==> config.mk <==
export PLATFORM = sky130hd
export DESIGN_NAME = cvs_regs
export DESIGN_NICKNAME = d
export VERILOG_FILES = /design/src/rtl/cvs_pkg.sv /design/src/rtl/cvs_parity.sv /design/src/rtl/cvs_regs.sv
export SDC_FILE = /design/constraint.sdc
export NUM_CORES = 1
export LEC_CHECK = 0
export ABC_AREA = 1
export CAP_MARGIN = 20
export CORE_MARGIN = 8
export CORE_UTILIZATION = 50
export CTS_CLUSTER_DIAMETER = 100
export DETAILED_ROUTE_END_ITERATION = 16
export DONT_BUFFER_PORTS = 1
export SYNTH_ARGS = -nofsm -noshare
export SYNTH_HDL_FRONTEND = slang
export SYNTH_SLANG_ARGS = --single-unit
==> constraint.sdc <==
create_clock -name i_core_clk -period 1.4 [get_ports i_core_clk]
set_input_delay 0.07 -clock i_core_clk [delete_from_list [all_inputs] [get_ports i_core_clk]]
set_output_delay 0.07 -clock i_core_clk [all_outputs]
set_load 0.1 [all_outputs]
==> src/rtl/cvs_pkg.sv <==
// Constants for the coil-voltage 270 degree result and low limit B registers.
// Assumes a 16-bit register word with the frame parity in bit 0.
package cvs_pkg;

    // ------------------------------------------------------------------
    // Register map
    // ------------------------------------------------------------------
    localparam int unsigned          ADDR_W          = 6;
    localparam int unsigned          WORD_W          = 16;
    localparam int unsigned          CV_W            = 10;
    localparam int unsigned          PHASE_W         = 6;
    localparam logic [ADDR_W-1:0]    ADDR_CV_270     = 6'h0c;
    localparam logic [ADDR_W-1:0]    ADDR_LOW_LIM_B  = 6'h0d;

    // ------------------------------------------------------------------
    // Field layout
    // ------------------------------------------------------------------
    localparam int unsigned          FIELD_LSB       = 1;
    localparam int unsigned          FIELD_MSB       = 10;
    localparam int unsigned          RSVD_LSB        = 11;
    localparam int unsigned          RSVD_MSB        = 15;
    localparam int unsigned          PARITY_BIT      = 0;
    localparam logic [4:0]           RSVD_VALUE      = 5'h00;
    localparam logic [CV_W-1:0]      CV_RESET        = 10'h000;
    localparam logic [CV_W-1:0]      THR_RESET       = 10'h000;

    // ------------------------------------------------------------------
    // Measurement
    // ------------------------------------------------------------------
    localparam logic [PHASE_W-1:0]   PHASE_270       = 6'h30;
    localparam int unsigned          VS_FULL_SCALE_MV = 28000;

    typedef enum logic [1:0] {
        CVS_RD_IDLE,
        CVS_RD_ANSWER
    } cvs_rd_state_t;

endpackage : cvs_pkg

==> src/rtl/cvs_parity.sv <==
// Odd-parity generator and checker for one 16-bit register word.
// Assumes parity sits in bit 0 and covers bits 15 down to 1.
`timescale 1ns/1ns
`default_nettype none

module cvs_parity
    import cvs_pkg::*;
(
    input  wire logic [WORD_W-1:0] i_word,
    output logic                   o_parity,
    output logic                   o_ok
);

    // ------------------------------------------------------------------
    // Odd parity: an all-zero word carries a one in bit 0
    // ------------------------------------------------------------------
    assign o_parity = ~(^i_word[WORD_W-1:FIELD_LSB]);
    assign o_ok     = (i_word[PARITY_BIT] == o_parity);

endmodule // cvs_parity

`default_nettype wire

==> src/rtl/cvs_regs.sv <==
// Coil-voltage 270 degree result register and low limit B comparator.
// Assumes the frame logic presents decoded register accesses synchronous to i_core_clk
// and the ADC path presents one averaged 10-bit code per micro-step.
`timescale 1ns/1ns
`default_nettype none

// Summary of operation
// - Result register at address 0x0C is read only; bits 15..11 read zero.
// - 10-bit 270 degree coil voltage sits in bits 10..1, resets to zero.
// - Result loads the averaged measurement taken when phase counter equals 48.
// - Coil voltage code full scale corresponds to the 28 V supply maximum.
// - Low limit B register at 0x0D; bits 15..11 read zero, 10..1 writable.
// - 10-bit writable threshold B in bits 10..1, reset to zero.
// - Each measurement sets below-threshold flag if under threshold B, else clears it.
module cvs_regs
    import cvs_pkg::*;
(
    input  wire logic               i_core_clk,
    input  wire logic               i_sys_rst,
    input  wire logic [ADDR_W-1:0]  i_reg_addr,
    input  wire logic               i_reg_wr,
    input  wire logic               i_reg_rd,
    input  wire logic [WORD_W-1:0]  i_reg_wdata,
    input  wire logic               i_meas_valid,
    input  wire logic [CV_W-1:0]    i_meas_value,
    input  wire logic [PHASE_W-1:0] i_phase_cnt,
    output logic [WORD_W-1:0]       o_reg_rdata,
    output logic                    o_reg_rd_valid,
    output logic                    o_parity_err,
    output logic [CV_W-1:0]         o_coil_voltage_270,
    output logic                    o_below_threshold_b_flag
);

    // ------------------------------------------------------------------
    // State
    // ------------------------------------------------------------------
    logic [CV_W-1:0]   cv_270_q;
    logic [CV_W-1:0]   cv_270_d;
    logic [CV_W-1:0]   thr_b_q;
    logic [CV_W-1:0]   thr_b_d;
    logic              flag_q;
    logic              flag_d;
    logic [WORD_W-1:0] rdata_q;
    logic [WORD_W-1:0] rdata_d;
    logic              perr_q;
    cvs_rd_state_t     rd_state_q;
    cvs_rd_state_t     rd_state_d;

    // ------------------------------------------------------------------
    // Decode
    // ------------------------------------------------------------------
    function automatic logic [WORD_W-1:0] pack_word(input logic [CV_W-1:0] val);
        logic [WORD_W-1:0] w;
        w                     = '0;
        w[RSVD_MSB:RSVD_LSB]  = RSVD_VALUE;
        w[FIELD_MSB:FIELD_LSB] = val;
        return w;
    endfunction

    wire               sel_cv_270;
    wire               sel_thr_b;
    wire               wr_par_ok;
    wire               wr_thr_b;
    wire               meas_270;
    wire               meas_below;
    wire               rd_par;
    wire [WORD_W-1:0]  rd_word;

    assign sel_cv_270 = (i_reg_addr == ADDR_CV_270);
    assign sel_thr_b  = (i_reg_addr == ADDR_LOW_LIM_B);
    // Parity-bad writes are dropped so a corrupted frame never moves the threshold
    assign wr_thr_b   = i_reg_wr && sel_thr_b && wr_par_ok;
    assign meas_270   = i_meas_valid && (i_phase_cnt == PHASE_270);
    assign meas_below = i_meas_value < thr_b_q;

    // Unmapped addresses answer an all-zero field
    assign rd_word = sel_cv_270 ? pack_word(cv_270_q) :
                     sel_thr_b  ? pack_word(thr_b_q)  :
                                  pack_word(CV_RESET);

    cvs_parity u_wr_par (
        .i_word   (i_reg_wdata),
        .o_parity (),
        .o_ok     (wr_par_ok)
    );

    cvs_parity u_rd_par (
        .i_word   (rd_word),
        .o_parity (rd_par),
        .o_ok     ()
    );

    // ------------------------------------------------------------------
    // Next state
    // ------------------------------------------------------------------
    // Code is taken as delivered: full scale already means the 28 V maximum
    assign cv_270_d = meas_270 ? i_meas_value : cv_270_q;
    assign thr_b_d  = wr_thr_b ? i_reg_wdata[FIELD_MSB:FIELD_LSB] : thr_b_q;
    // Flag follows every measurement, not only phase 48, so a sag anywhere in the step is seen
    assign flag_d   = i_meas_valid ? meas_below : flag_q;
    assign rdata_d  = i_reg_rd ? {rd_word[WORD_W-1:FIELD_LSB], rd_par} : rdata_q;

    // The answer strobe trails the read strobe by one cycle; back-to-back reads keep it high
    // A read in the same cycle as a write returns the value from before the write
    always_comb begin
        case (rd_state_q)
            CVS_RD_IDLE:   rd_state_d = i_reg_rd ? CVS_RD_ANSWER : CVS_RD_IDLE;
            CVS_RD_ANSWER: rd_state_d = i_reg_rd ? CVS_RD_ANSWER : CVS_RD_IDLE;
            default:       rd_state_d = CVS_RD_IDLE;
        endcase
    end

    // ------------------------------------------------------------------
    // Registers
    // ------------------------------------------------------------------
    always_ff @(posedge i_core_clk) begin
        if (i_sys_rst) begin
            cv_270_q   <= CV_RESET;
            thr_b_q    <= THR_RESET;
            flag_q     <= 1'b0;
            rdata_q    <= '0;
            perr_q     <= 1'b0;
            rd_state_q <= CVS_RD_IDLE;
        end else begin
            cv_270_q   <= cv_270_d;
            thr_b_q    <= thr_b_d;
            flag_q     <= flag_d;
            rdata_q    <= rdata_d;
            perr_q     <= i_reg_wr && !wr_par_ok;
            rd_state_q <= rd_state_d;
        end
    end

    assign o_reg_rdata              = rdata_q;
    assign o_reg_rd_valid           = (rd_state_q == CVS_RD_ANSWER);
    assign o_parity_err             = perr_q;
    assign o_coil_voltage_270       = cv_270_q;
    assign o_below_threshold_b_flag = flag_q;
endmodule // cvs_regs

`default_nettype wire

* After elaboration in Yosys (flattened, before gate mapping) *
Cells that the tools add are included.

operators by class
  magnitude comparators = 1
  eq/ne operators = 5
  muxes and demuxes = 3
  bitwise logic cells = 3
  reductions and logical operators = 10

operator list
  kind                number
  $reduce_xor 15->1   2
  $mux 11             2
  $eq 6x4->1 const B  2
  $lt 10x10->1        1
  $eq 6x6->1 const B  1
  $logic_and 1x1->1   4
  $reduce_or 2->1     2
  $not 1->1           3
  $eq 2x1->1 const B  1
  $logic_not 2->1     1
  $eq 1x1->1          1
  $logic_not 1->1     1
  $mux 1              1

storage, ports and cells
  bits in registers = 40
  output and inout port bits = 29
  logic and storage cells = 28

* Logic depth before layout (Yosys ltp) *
  depth in word-level cells = 5
  depth in mapped cells = 16

* By module *
Synthesis repeated with hierarchy kept, for this count alone.

second synthesis, totals
  cell total of the unflattened synthesis = 476
  area, all modules = 2682.6 sq um

modules (own cells, without submodules)
  module      instances  cells each  area each (sq um)
  cvs_regs    1          262         1829.3
  cvs_parity  2          107         426.7

* Worst setup path before layout *
Ideal clock, no wire load.

  path type = reg2reg
  start = register cv_270_q[1] (netlist: o_coil_voltage_270[1])
  end = register rdata_q[0] (netlist: o_reg_rdata[0])
  arrival time = 1.800 ns
  data required time = 1.291 ns
  setup slack = -0.508 ns
  cell stages (with the launch flop) = 14
  buffers on the path = 0
  path through = dfxtp_1 inv_1 nor2_1 nor2_1 nand2_1 nand2_1 inv_2 nand2_1 nand2_1 nand2_1 nand3_1 nand3_1 nand2_1 inv_1

between the ends
  word-level cells in the longest chain between the ends = 3

ends and longest elaborated chain
  item                    RTL line          RTL
  start, declared         cvs_regs.sv:37    logic [CV_W-1:0] cv_270_q;
  start signal, assigned  cvs_regs.sv:125   cv_270_q <= cv_270_d;
  $mux 11                 cvs_regs.sv:77    assign rd_word = sel_cv_270 ? pack_word(cv_270_q) :
  $reduce_xor 15->1       cvs_parity.sv:17  assign o_parity = ~(^i_word[WORD_W-1:FIELD_LSB]);
  $not 1->1               cvs_parity.sv:17
  end signal, assigned    cvs_regs.sv:128   rdata_q <= rdata_d;
  end, declared           cvs_regs.sv:43    logic [WORD_W-1:0] rdata_q;

Every way passes these cells.
A chain may end at the register's enable or synchronous reset.

* Worst setup path after layout *
  start = register thr_b_q[3]
  end = register flag_q (netlist: o_below_threshold_b_flag)

between the ends
  word-level cells in the longest chain between the ends = 1

ends and longest elaborated chain
  item                    RTL line         RTL
  start, declared         cvs_regs.sv:39   logic [CV_W-1:0] thr_b_q;
  start signal, assigned  cvs_regs.sv:126  thr_b_q <= thr_b_d;
  $lt 10x10->1            cvs_regs.sv:74   assign meas_below = i_meas_value < thr_b_q;
  end signal, assigned    cvs_regs.sv:127  flag_q <= flag_d;
  end, declared           cvs_regs.sv:41   logic flag_q;

Every way passes these cells.

==> results.yml <==
pwr:
  swShare: 0.344
  irDropWorstVdd_v: 0.000574
  power.leakage_nw: 1.45
  power_density_nw_per_um2: 801
  p_switching_w: 0.000799
  power_w: 0.00232
  seqPwrFrac: 0.428
  p_clk_frac: 0.297
  combPwrFrac: 0.275
  power.internal_w: 0.00152
clock_network:
  numCtsBuffers: 5
  clockBufferDepth: 2
  clk_pin_slew_worst_paths_ns: 0.07
  cts_num_sinks: 34
  cts-root-buf: "clkbuf_8"
  h-tree-depth: 2
  tritoncts: "yes"
  clock_latency_ns: 0.28
finish:
  mostFrequentLayoutCells: "nand2_1 (64), nor2_1 (47), inv_1 (45)"
  finish.net_count: 429
  area_delta_synth_final_pct: 37.3
  fillerInstances: 353
  layout_commonest_cell: "nand2_1"
  fin_util: 0.719
  drive_gt1_frac: 0.257
  antenna_cells: 0
floorplan:
  dieArea_um2: 6560
  coreArea_um2: 4030
  die-width_um: 81.0
  std_cell_rows: 23
  initial_utilization: 0.524
  die_h_um: 81.0
  ios: 72
sta:
  relSlewSlack: 0.538
  postLayoutSetupSlackWorst_ns: 0.0575
  hold_violations: 3
  min_period_ns: 1.34
  setup_violations: 0
  holdWs_ns: -0.0308
  max_freq_mhz: 745
  drv_slew: 0
  finClkSkew_ns: 0.00554
  post-route-period-util: 0.959
  worstMarginPinSlew_ns: 0.690
  rsz0062_at_grt: "yes"
routing:
  ant_nets: 0
  drc: 0
  drt-initial-drc-count: 64
  vias: 2144
  vias_per_cell: 5.01
  wl_mm: 5.98
  drt_pass1_iterations: 4
  routedWlPerCell_um: 14.0
setup_path:
  cp-start-kind: "flip-flop"
  cp_max_fo: 2
  cp.arrival_ns: 1.55
  crit_chain: "inv_2 -> ha_4 -> a21oi_2 -> o21ai_1 -> a31oi_1 -> nand3_1 -> a21oi_1"
  cpPeakStageDelay_ns: 0.34
  crit_buf_inv: 1
  r2r_cells: 7
  reg2reg_from: "thr_b_q[3]"
  path_delay_family: "compound AO/OA/AOI/OAI gates"
  endpoint_kind: "flip-flop"
  worstPathRequired_ns: 1.61
  reg2reg_to: "o_below_threshold_b_flag"
  crit_path_top_delay_cell: "dfxtp_2"
  criticalPathCategory: "reg -> reg"
  rrSetupSlack_ns: 0.06
worst_hold_path:
  hp-class: "in -> reg"
  hold_end: "o_reg_rdata[8]"
  min_path_cells: 3
  hold_start: "i_reg_rd"
global_routing:
  antenna_found_initial: 0
  grt_max_degree: 22
  overflow: 0
  grt_pass1_vias: 2021
  grt_util_all_layers: 0.177
  grt_pass1_wl_mm: 9.12
flow_run:
  max_cap_viol_count: 0
run_status:
  violations: "negative hold slack"
  outcome: "complete, but fails checks"
synthesis:
  yosysWarningCount: 0
  ys_ff_latch: 34
  ys_types: 28
  synthCells: 320
  syn_area_um2: 2110
  seq_area_frac_synth: 0.322
  synth_area_per_cell_um2: 6.60
placement:
  dp_hpwl_mm: 4.19
  finalWeightedCongestion: 0.847
  pre_cts_slack_ns: -0.0412
  port_buffers: 0
## synthesized netlist by cell type
cell / instances / area [µm²]
nand2_1: 73 / 274
inv_1: 53 / 199
nor2_1: 52 / 195
dfxtp_1: 34 / 681
nand3_1: 13 / 65.1
a211oi_1: 11 / 82.6
xnor2_1: 10 / 87.6
ha_1: 9 / 113
o211ai_1: 8 / 60.1
buf_4: 6 / 45.0
clkbuf_1: 6 / 22.5
nand4_1: 6 / 37.5
a21oi_1: 5 / 25.0
o21ai_0: 5 / 25.0
xor2_1: 5 / 43.8
clkinv_1: 3 / 11.3
inv_2: 3 / 11.3
nor2_4: 3 / 33.8
o21ai_1: 3 / 15.0
buf_2: 2 / 10.0
nand3_2: 2 / 20.0
o22ai_1: 2 / 12.5
a31oi_1: 1 / 6.26
buf_6: 1 / 11.3
conb_1: 1 / 3.75
nand2_2: 1 / 6.26
nand3b_1: 1 / 7.51
nor4_1: 1 / 6.26
## cells by family (layout without fill, tap and decap cells)
| group | count (synthesis) | after routing | share of synthesized area |
|---|---|---|---|
| fa+ha+maj | 9 | 9 | 0.0534 |
| other cells | 1 | 5 | 0.00178 |
| simple gates | 152 | 152 | 0.306 |
| flops | 34 | 34 | 0.322 |
| compound gates | 35 | 35 | 0.107 |
| xor+xnor | 15 | 15 | 0.0622 |
| buf+inv | 74 | 128 | 0.147 |
## power by group through the flow
stage               Combinational (W)  Clock, W  Sequential, W
finish                       0.000639  0.000690       0.000992
global route                 0.000678  0.000754       0.000995
CTS                          0.000607  0.000710       0.000992
detailed placement           0.000543         0        0.00101
global placement             0.000536         0        0.00101
floorplan                    0.000279         0        0.00121
## timing repair
| item | 4_1_cts | 5_1_grt |
|---|---|---|
| pin swaps | 0 | 12 |
| gates resized for setup | 1 | 41 |
| hold buffers | 24 | 1 |
| setup buffers | 0 | 1 |
| endpoints found under the setup margin | 1 | 12 |
| endpoints found under the hold margin | 34 | 8 |
| cloned | 0 | 3 |
## sequential cells by signal (all words and copies together) (netlist names)
signal	cells
o_below_threshold_b_flag	1
o_coil_voltage_270	10
thr_b_q	10
o_reg_rdata	11
o_parity_err	1
rd_state_q	1
## final cells by class
type | instances | area [µm²] | share of cell area
multi-input combinational | 216 | 1250 | 0.430
sequential | 34 | 724 | 0.250
timing repair buffer | 61 | 562 | 0.194
inverter | 59 | 221 | 0.0764
clock buffer | 6 | 72.6 | 0.0250
tap | 50 | 62.6 | 0.0216
clock inverter | 2 | 8.76 | 0.00302
## worst max path at each step
stage,start,slack (ns),to,cells after the start
2_1_floorplan,o_coil_voltage_270[0],-0.01,o_reg_rdata[0],13
3_3_place_gp,i_reg_addr[3],0.02,o_reg_rdata[0],15
3_5_place_dp,i_reg_addr[3],-0.04,o_reg_rdata[0],15
4_1_cts,o_coil_voltage_270[6],0.004,o_reg_rdata[0],12
5_1_grt,o_coil_voltage_270[5],-0.06,o_reg_rdata[0],12
6_report,thr_b_q[3],0.06,o_below_threshold_b_flag,7
## per-layer routing
metal	track usage	share of wire	up-vias
met5	0	0	-
li1	-	-	1099
met2	0.302	0.48	74
met1	0.210	0.42	965
met4	0.0429	0.0090	0
met3	0.0563	0.10	6
## worst reg2reg max path: stages (launching register included)
cell and delay, ns:
dfxtp_2 0.34, inv_2 0.05, ha_4 0.21, a21oi_2 0.15, o21ai_1 0.08, a31oi_1 0.19
nand3_1 0.11, a21oi_1 0.14
## stage by stage
step | instances | area (µm²) | TNS (ns)
after detailed placement | 391 | 2400 | -0.0412
after CTS | 423 | 2720 | 0
final | 428 | 2900 | 0
after global routing | 428 | 2900 | -0.0663
after global placement | 391 | 2400 | 0
after floorplan | 324 | 2170 | -0.0132
(Power assumes the default switching activity.)
